$ cat src/include/bbs_pkg.sv
// package for the branch, bit-set and bit-test execute block
package bbs_pkg;
  localparam int PC_W = 21;
  localparam int ADDR_W = 12;
  localparam logic [4:0] OPC_JUMP = 5'h1A;
  localparam logic [3:0] OPC_SET = 4'h8;
  localparam logic [3:0] OPC_TST_CLR = 4'hB;
  localparam logic [3:0] OPC_TST_SET = 4'hA;
  localparam logic [7:0] IDX_LIMIT = 8'h5F;
  localparam logic [3:0] ACCESS_HI_BANK = 4'hF;
  localparam logic [7:0] ACCESS_SPLIT = 8'h60;
  localparam logic [PC_W-1:0] PC_RESET = 21'h00000;
  localparam logic [15:0] WORD_RESET = 16'h0000;

  typedef enum logic [1:0]
  {
    ST_EXEC = 2'h0,
    ST_FLUSH = 2'h1
  } bbs_state_e;

  typedef struct packed
  {
    logic [ADDR_W-1:0] addr;
    logic [7:0] data;
    logic we;
    logic re;
    logic indexed;
  } bbs_mem_s;
endpackage : bbs_pkg

$ cat src/hw/bbs_exec.sv
// decode and execute of relative jump, bit set and bit test with skip
// Summary of operation
// - jump opcode: top five bits 11010, low eleven bits signed offset n
// - jump target is incremented fetch address plus twice sign-extended offset
// - offset doubled before adding so target stays word aligned
// - jump takes two cycles; second cycle is idle while pipeline refills
// - bit set opcode: 1000, three-bit position, bank flag, eight-bit address
// - bit set reads register, forces bit to one, writes back in one cycle
// - bank flag zero selects fixed access bank, bank select ignored
// - bank flag one uses bank select register with file address
// - extended set, flag zero, address up to 95 uses indexed literal offset
// - opcode 1011 skips next instruction when selected bit is zero
// - opcode 1010 skips next instruction when selected bit is one
// - taken skip discards prefetched instruction, runs idle cycle instead
`timescale 1ns/100ps
module bbs_exec
  import bbs_pkg::*;
(
  // clock and reset
  input wire logic CLK_SYS,
  input wire logic RESET,
  // fetch side
  input wire logic INSTR_VALID,
  input wire logic [15:0] INSTR_WORD,
  input wire logic [PC_W-1:0] FETCH_PC,
  // configuration
  input wire logic [3:0] BANK_SELECT,
  input wire logic EXT_SET_EN,
  // data memory read value for current address, combinational
  input wire logic [7:0] MEM_RDATA,
  // program counter control
  output logic PC_LOAD,
  output logic [PC_W-1:0] PC_TARGET,
  output logic FLUSH_PREFETCH,
  // data memory access
  output bbs_mem_s MEM_REQ,
  // status
  output logic IDLE_CYCLE
);
  bbs_state_e state_ff, nxt_state;
  logic pc_load_ff, nxt_pc_load;
  logic [PC_W-1:0] pc_target_ff, nxt_pc_target;
  logic flush_ff, nxt_flush;
  bbs_mem_s mem_ff, nxt_mem;
  logic idle_ff, nxt_idle;

  logic is_jump, is_set, is_tclr, is_tset, sel_bit;
  logic [2:0] bpos;
  logic [7:0] faddr;

  // one function resolves the address for set and both tests
  function automatic logic [ADDR_W:0] resolve_addr(input logic a_flag, input logic [7:0] f,
                                                   input logic [3:0] bank_sel, input logic ext);
    logic [ADDR_W:0] r;
    r = {1'b0, bank_sel, f};
    if (!a_flag)
    begin
      if (ext && (f <= IDX_LIMIT))
        r = {1'b1, 4'h0, f};
      else
        r = {1'b0, (f < ACCESS_SPLIT) ? 4'h0 : ACCESS_HI_BANK, f};
    end
    return r;
  endfunction : resolve_addr

  always_comb
  begin
    is_jump = (INSTR_WORD[15:11] == OPC_JUMP);
    is_set = (INSTR_WORD[15:12] == OPC_SET);
    is_tclr = (INSTR_WORD[15:12] == OPC_TST_CLR);
    is_tset = (INSTR_WORD[15:12] == OPC_TST_SET);
    bpos = INSTR_WORD[11:9];
    faddr = INSTR_WORD[7:0];
    sel_bit = MEM_RDATA[bpos];
  end

  always_comb
  begin
    logic [ADDR_W:0] ra;
    ra = resolve_addr(INSTR_WORD[8], faddr, BANK_SELECT, EXT_SET_EN);
    nxt_state = ST_EXEC;
    nxt_pc_load = 1'b0;
    nxt_pc_target = pc_target_ff;
    nxt_flush = 1'b0;
    nxt_idle = 1'b0;
    nxt_mem = '0;
    case (state_ff)
      ST_EXEC:
      begin
        if (INSTR_VALID)
        begin
          if (is_jump)
          begin
            // offset doubled by the shift, so bit zero of the target equals bit zero of FETCH_PC
            nxt_pc_target = FETCH_PC + {{(PC_W-12){INSTR_WORD[10]}}, INSTR_WORD[10:0], 1'b0};
            nxt_pc_load = 1'b1;
            nxt_flush = 1'b1;
            nxt_state = ST_FLUSH;
          end
          else if (is_set || is_tclr || is_tset)
          begin
            nxt_mem.addr = ra[ADDR_W-1:0];
            nxt_mem.indexed = ra[ADDR_W];
            nxt_mem.re = 1'b1;
            if (is_set)
            begin
              // status flags are untouched: this block drives no flag outputs
              nxt_mem.we = 1'b1;
              nxt_mem.data = MEM_RDATA | (8'h01 << bpos);
            end
            else if ((is_tclr && !sel_bit) || (is_tset && sel_bit))
            begin
              nxt_flush = 1'b1;
              nxt_state = ST_FLUSH;
            end
          end
        end
      end
      ST_FLUSH:
      begin
        // prefetched word is dropped here; nothing else happens this cycle
        nxt_idle = 1'b1;
        nxt_state = ST_EXEC;
      end
      default:
      begin
        nxt_state = ST_EXEC;
      end
    endcase
  end

  always_ff @(posedge CLK_SYS or posedge RESET)
  begin
    if (RESET)
    begin
      state_ff <= ST_EXEC;
      pc_load_ff <= 1'b0;
      pc_target_ff <= PC_RESET;
      flush_ff <= 1'b0;
      mem_ff <= '0;
      idle_ff <= 1'b0;
    end
    else
    begin
      state_ff <= nxt_state;
      pc_load_ff <= nxt_pc_load;
      pc_target_ff <= nxt_pc_target;
      flush_ff <= nxt_flush;
      mem_ff <= nxt_mem;
      idle_ff <= nxt_idle;
    end
  end

  always_comb
  begin
    PC_LOAD = pc_load_ff;
    PC_TARGET = pc_target_ff;
    FLUSH_PREFETCH = flush_ff;
    MEM_REQ = mem_ff;
    IDLE_CYCLE = idle_ff;
  end
endmodule : bbs_exec

$ cat config.mk
export PLATFORM = sky130hd
export DESIGN_NAME = bbs_exec
export DESIGN_NICKNAME = d
export VERILOG_FILES = /design/src/include/bbs_pkg.sv /design/src/hw/bbs_exec.sv
export SDC_FILE = /design/constraint.sdc
export NUM_CORES = 1
export LEC_CHECK = 0
export ABC_AREA = 1
export BUFFER_PORTS_ARGS = -buffer_cell sky130_fd_sc_hd__buf_4
export CAP_MARGIN = 20
export CORE_MARGIN = 5
export CORE_UTILIZATION = 51
export DETAILED_ROUTE_END_ITERATION = 8
export PLACE_DENSITY = 0.91
export REMOVE_ABC_BUFFERS = 1
export SYNTH_ARGS = -nofsm -noshare
export SYNTH_HDL_FRONTEND = slang
export SYNTH_SLANG_ARGS = --single-unit
$ cat constraint.sdc
create_clock -name CLK_SYS -period 4.4 [get_ports CLK_SYS]
set_clock_uncertainty 0.2 [all_clocks]
set_input_delay 0.44 -clock CLK_SYS [delete_from_list [all_inputs] [get_ports CLK_SYS]]
set_output_delay 0.44 -clock CLK_SYS [all_outputs]
set_load 0.05 [all_outputs]
==> results of run 1 <==
-- flip-flops by register name, indices dropped and copies added (netlist names) --
register,count
MEM_REQ,23
PC_TARGET,21
FLUSH_PREFETCH,1
IDLE_CYCLE,1
PC_LOAD,1
-- layout by cell type, fill, tap and decap left out, types with 3 or more instances in the layout --
cell,Yosys,layout
nand3_1,32,32
a21oi_1,26,26
nand3b_1,7,7
buf_4,1,99
o21ai_0,3,3
inv_1,57,56
ha_1,19,19
xnor2_1,8,8
nor2_1,39,39
nand2_1,138,138
dfrtp_1,47,47
o21ai_2,7,7
clkbuf_8,0,5
inv_2,4,5
-- final cells by class --
class,count,area (um^2),share of cell area
multi-input combinational,298,1553,0.3943
clock buffer,5,68.82,0.01748
timing repair buffer,101,773.2,0.1964
inverter,61,229.0,0.05815
clock inverter,3,43.79,0.01112
tap,75,93.84,0.02383
sequential,47,1176,0.2987
-- what timing repair did --
item | in CTS | in global routing
hold endpoints to repair | 0 | 3
buffers inserted | 0 | 0
hold buffers | 0 | 1
gates resized for setup | 0 | 0
-- metal layers --
layer | GRT usage | share of wire
met5 | 0 | 0
met4 | 0.09915 | 0.025
met3 | 0.04373 | 0.069
met1 | 0.2725 | 0.40
met2 | 0.4006 | 0.50
-- final timing paths --
kind / slack (ns) / endpoint
worst min register to register: 0.24 / IDLE_CYCLE
min in group asynchronous: 0.36 / IDLE_CYCLE
worst max-delay path: 2.37 / PC_TARGET[17]
worst min-delay path: 0.13 / MEM_REQ[2]
max in group asynchronous: 3.21 / PC_TARGET[18]
worst max register to register: 2.45 / PC_TARGET[11]
-- power groups by stage --
stage	sequential [mW]	clock [mW]	combinational, mW
4_1_cts	0.512	0.329	0.558
6_report	0.512	0.324	0.559
2_1_floorplan	0.697	0	0.195
3_3_place_gp	0.517	0	0.544
3_5_place_dp	0.518	0	0.555
5_1_grt	0.519	0.352	0.605
-- cell families (layout without fill, tap and decap cells) --
kind of cell,after synthesis,in the layout
AO/OA/AOI/OAI,41,41
adder cells (fa/ha/maj),20,20
AND/OR/NAND/NOR,228,228
buffers and inverters,65,170
XOR/XNOR,9,9
flip-flops,47,47
-- stage by stage --
| stage | utilization | hold slack (ns) |
|---|---|---|
| final | 0.6771 | 0.1341 |
| after global routing | 0.6771 | 0.1204 |
| after CTS | 0.6719 | 0.1218 |
| after detailed placement | 0.6525 | 0.2126 |
| after global placement | 0.6525 | 0.1877 |
| after floorplan | - | 0.3159 |
==> impl_metrics.yaml, run 1 <==
outcome:
  outcome: "finished clean"
route:
  ant_nets: 0
  first_iter_violations: 148
  post_drt_wl_per_cell_um: 13.81
  wl_mm: 8.149
  firstDrtPassIters: 4
  drc: 0
  via_per_inst: 5.093
  vias: 3005
yosys:
  synth.area.top_cells: "dfrtp_1 (39%), nand2_1 (17%), ha_1 (7.9%)"
  ys_seq_area_frac: 0.3930
  async_flop_share: 1.000
  synth-compound-area-share: 0.08069
  synth_cells: 410
  yosysMostFrequentCell: "nand2_1"
  synth_common_cells: "nand2_1 (138), inv_1 (57), dfrtp_1 (47), nor2_1 (39), nand3_1 (32)"
  yosys.area_share.simple: 0.3257
  synth_flop_cell: "dfrtp_1"
  synth_xor_area_frac: 0.02634
  synthesis.area_um2: 2993
  yosys-mux-area-fraction: 0
  synth_cell_types: 30
  ys_ff_latch: 47
  yosysWarnings: 0
  synth_edf_count: 0
  synth_top_family_by_area: "simple AND/OR/NAND/NOR gates"
  synth_top_area_frac: 0.3930
  syn_area_per_cell_um2: 7.300
  synth_fa_ha_area_frac: 0.08612
  synth_area_leader_cell: "dfrtp_1"
die:
  start_util: 0.5146
  coreArea_um2: 5816
  die_w_um: 86.61
  fp.dieArea_um2: 7500
  io_pins: 100
  dieHeight_um: 86.61
  row_count: 28
worst_hold_path:
  hold_depth: 2
  worstHoldStart: "INSTR_WORD[12]"
  hold_class: "primary input to register"
cts:
  cts_tree: "done"
  cts_root_buffer: "clkbuf_8"
  path_clk_slew_ns: 0.09
  cts.path.max_buffers: 2
  cts.sinks: 47
  htreeDepth: 2
  cts_buffers: 5
  clk_latency_ns: 0.30
cells_and_area:
  layout.nets: 587
  final_area_um2: 3938
  antenna_cells: 0
  areaGrowthSynthToFinish_pct: 31.56
  fin_cells: 590
  nFillCells: 479
  drive_above_1_share: 0.2427
critical_path:
  crit_path_start: "INSTR_WORD[0]"
  required_ns: 4.40
  end_kind: "register"
  reg2reg_from: "FLUSH_PREFETCH"
  slowest_stage: "fa_1"
  critical_path_class: "primary input to register"
  cp.depth: 11
  critical_path.top_delay_family: "simple AND/OR/NAND/NOR gates"
  critPathMaxFanout: 4
  path_buf_inv: 1
  reg2reg_depth: 6
  startpoint_type: "primary input"
  crit_chain: "buf_4, ha_1, fa_1, nand3_1, nand3_1, nand2_1, nand2_1, nand2_1, nand3b_1, nand3_1, nand2_1"
  crit_top_cell: "nand2_1"
  slowest_delay_ns: 0.46
  critPathArrivalTime_ns: 2.04
sta:
  max_freq_mhz: 492.0
  worst_pin_slew_ns: 0.5619
  fin_crit_sh: 0.4619
  hold_viol_final: 0
  fin_setup_tns_ns: 0
  slew_headroom: 0.6249
  setup_viol: 0
  min_period_ns: 2.032
  rsz0062_at_grt: "false"
  fin_ws_ns: 2.368
  drv_slew: 0
place:
  dp_cells: 580
  place_ws_ns: 2.118
  dp_hpwl_mm: 6.384
  gp_congestion: 0.8771
  placed_area_um2: 3795
  io_buffers: 99
pwr:
  p_leak_nw: 2.283
  p_switching_uw: 557.1
  switching_share: 0.3992
  p_int_uw: 838.5
  vdd_drop_max_mv: 0.2400
  combPwrFrac: 0.401
  p_total_mw: 1.396
  pwr_density_cell_nw_per_um2: 354.4
  p_clk_frac: 0.232
  p_seq_frac: 0.367
global_route:
  overflow: 0
  grt_max_degree: 48
  grt_pass1_wl_mm: 13.75
  grt_usage: 0.2289
  grt_pass1_vias: 3091
  antenna_found_initial: 0
run:
  cap_violations: 0
No activity file was read; power rests on OpenSTA's default activity.
==> run 2, diff against run 1 <==
ABC_AREA = 0   (was 1)
CORE_UTILIZATION = 50   (was 51)
clock period = 2.1 ns   (was 4.4 ns; I/O delays follow)
==> impl_metrics.yaml, run 2 <==
outcome:
  outcome: "finished clean"
critical_path:
  critical_path_class: "primary input to register"
  reg2reg_depth: 4
  worstReg2RegEnd: "PC_TARGET[10]"
  end_kind: "register"
  crit_path_start: "INSTR_WORD[0]"
  critPathMaxFanout: 2
  reg2reg_from: "FLUSH_PREFETCH"
  regToRegSetupSlack_ns: 0.23
  startpoint_type: "primary input"
  critPathArrivalTime_ns: 2.06
  required_ns: 2.10
yosys:
  synth_cells: 290
  synth_edf_count: 0
  synth_top_area_frac: 0.4277
  async_flop_share: 1.000
  synthesis.area_um2: 2750
  yosysMostFrequentCell: "dfrtp_1"
  synth_area_leader_cell: "dfrtp_1"
  ys_seq_area_frac: 0.4277
  synth_common_cells: "dfrtp_1 (47), nand2_1 (35), a21oi_1 (25), o21ai_0 (24), ha_1 (19)"
  syn_area_per_cell_um2: 9.483
  ys_ff_latch: 47
  synth.area.top_cells: "dfrtp_1 (43%), ha_1 (8.6%), nand2_1 (4.8%)"
  yosysWarnings: 0
  synth_flop_cell: "dfrtp_1"
  synth_cell_types: 49
sta:
  fin_ws_ns: 0.04064
  fin_crit_sh: 0.9806
  drv_slew: 0
  min_period_ns: 2.059
  slew_headroom: 0.6149
  setup_viol: 0
  max_freq_mhz: 485.6
  worst_pin_slew_ns: 0.5777
  rsz0062_at_grt: "true"
  hold_viol_final: 0
global_route:
  antenna_found_initial: 0
  grt_max_degree: 48
  grt_pass1_wl_mm: 14.01
  grt_usage: 0.2407
  grt_pass1_vias: 2959
  overflow: 0
die:
  io_pins: 100
  coreArea_um2: 5439
  dieHeight_um: 84.17
  fp.dieArea_um2: 7084
  die_w_um: 84.17
  start_util: 0.5056
  row_count: 27
cells_and_area:
  areaGrowthSynthToFinish_pct: 50.64
  most-common-layout-cells: "buf_4 (140), dfrtp_1 (47), nand2_1 (35), a21oi_1 (24), o21ai_0 (24)"
  final_area_um2: 4143
  drive_above_1_share: 0.3624
  final_common_cell: "buf_4"
  antenna_cells: 0
  fin_cells: 519
  layout.nets: 519
  largest_reg_flops: 23
  final_util: 0.7617
cts:
  cts_buffers: 5
  cts_root_buffer: "clkbuf_8"
  cts.sinks: 47
  cts.path.max_buffers: 2
  htreeDepth: 2
  clk_latency_ns: 0.29
  cts_tree: "done"
  path_clk_slew_ns: 0.08
worst_hold_path:
  worstHoldStart: "INSTR_WORD[11]"
  hold_depth: 3
  hold_end: "MEM_REQ[9]"
  hold_class: "primary input to register"
route:
  vias: 2784
  ant_nets: 0
  post_drt_wl_per_cell_um: 16.25
  wl_mm: 8.435
  firstDrtPassIters: 4
  via_per_inst: 5.364
  drc: 0
  first_iter_violations: 120
place:
  placed_area_um2: 3836
  dp_cells: 490
  io_buffers: 99
  place_ws_ns: -0.2861
  dp_hpwl_mm: 6.274
  gp_congestion: 0.8803
pwr:
  pwr_density_cell_nw_per_um2: 703.3
  p_leak_nw: 2.107
  vdd_drop_max_mv: 0.4246
  p_total_mw: 2.914
run:
  cap_violations: 0
[run 2: logic make-up after synthesis]
family,Yosys count,share of synthesized area
flip-flops,47,0.4277
XOR/XNOR,17,0.05414
buffers and inverters,28,0.04186
AO/OA/AOI/OAI,88,0.2020
AND/OR/NAND/NOR,83,0.1456
multiplexers,7,0.03503
adder cells (fa/ha/maj),20,0.09372
[run 2: how the worst max path moves through the flow]
stage | endpoint | depth (start not counted)
after floorplan | PC_TARGET[10] | 4
after detailed placement | PC_TARGET[13] | 9
after CTS | PC_TARGET[11] | 10
final | PC_TARGET[11] | 10
after global placement | PC_TARGET[13] | 9
after global routing | PC_TARGET[13] | 9
[run 2: layer usage]
layer	part of all wire	global-route usage	up-vias
met5	0	0	-
met4	0.028	0.08626	0
met3	0.059	0.04122	24
met2	0.52	0.4376	111
met1	0.39	0.2840	1314
li1	-	-	1335
[run 2: critical path, cell delays in order]
cell	delay [ns]
buf_4	0.11
ha_1	0.23
fa_2	0.38
a21oi_2	0.16
nor3_1	0.10
nor4_1	0.36
buf_4	0.17
o21bai_1	0.06
xnor2_1	0.13
o21ai_0	0.15
[run 2: what timing repair did]
action / 4_1_cts / 5_1_grt
endpoints found under the hold margin: 67 / 0
pin swaps: 1 / 0
setup buffers: 0 / 0
gates resized for setup: 2 / 1
endpoints found under the setup margin: 1 / 4
hold buffers: 21 / 0
[run 2: cell type report]
type                            count  area, um^2
Clock buffer                        5       68.82
Timing Repair Buffer              161        1261
Clock inverter                      3       20.02
Multi-Input combinational cell    215        1466
Fill cell                         374        1296
Inverter                           16       60.06
Sequential cell                    47        1176
Tap cell                           72       90.09
[run 2: report_power, final]
part / switching (mW) / internal (mW)
combinational: 0.804 / 0.496
sequential: 0.0602 / 1.02
clock: 0.306 / 0.232
[run 2: metrics by stage]
stage	hold slack, ns	setup TNS, ns
6_report	0.01431	0
5_1_grt	0.02465	-0.2062
4_1_cts	0.001627	0
3_5_place_dp	0.2110	-2.011
3_3_place_gp	0.1948	-1.342
2_1_floorplan	0.09653	-3.689
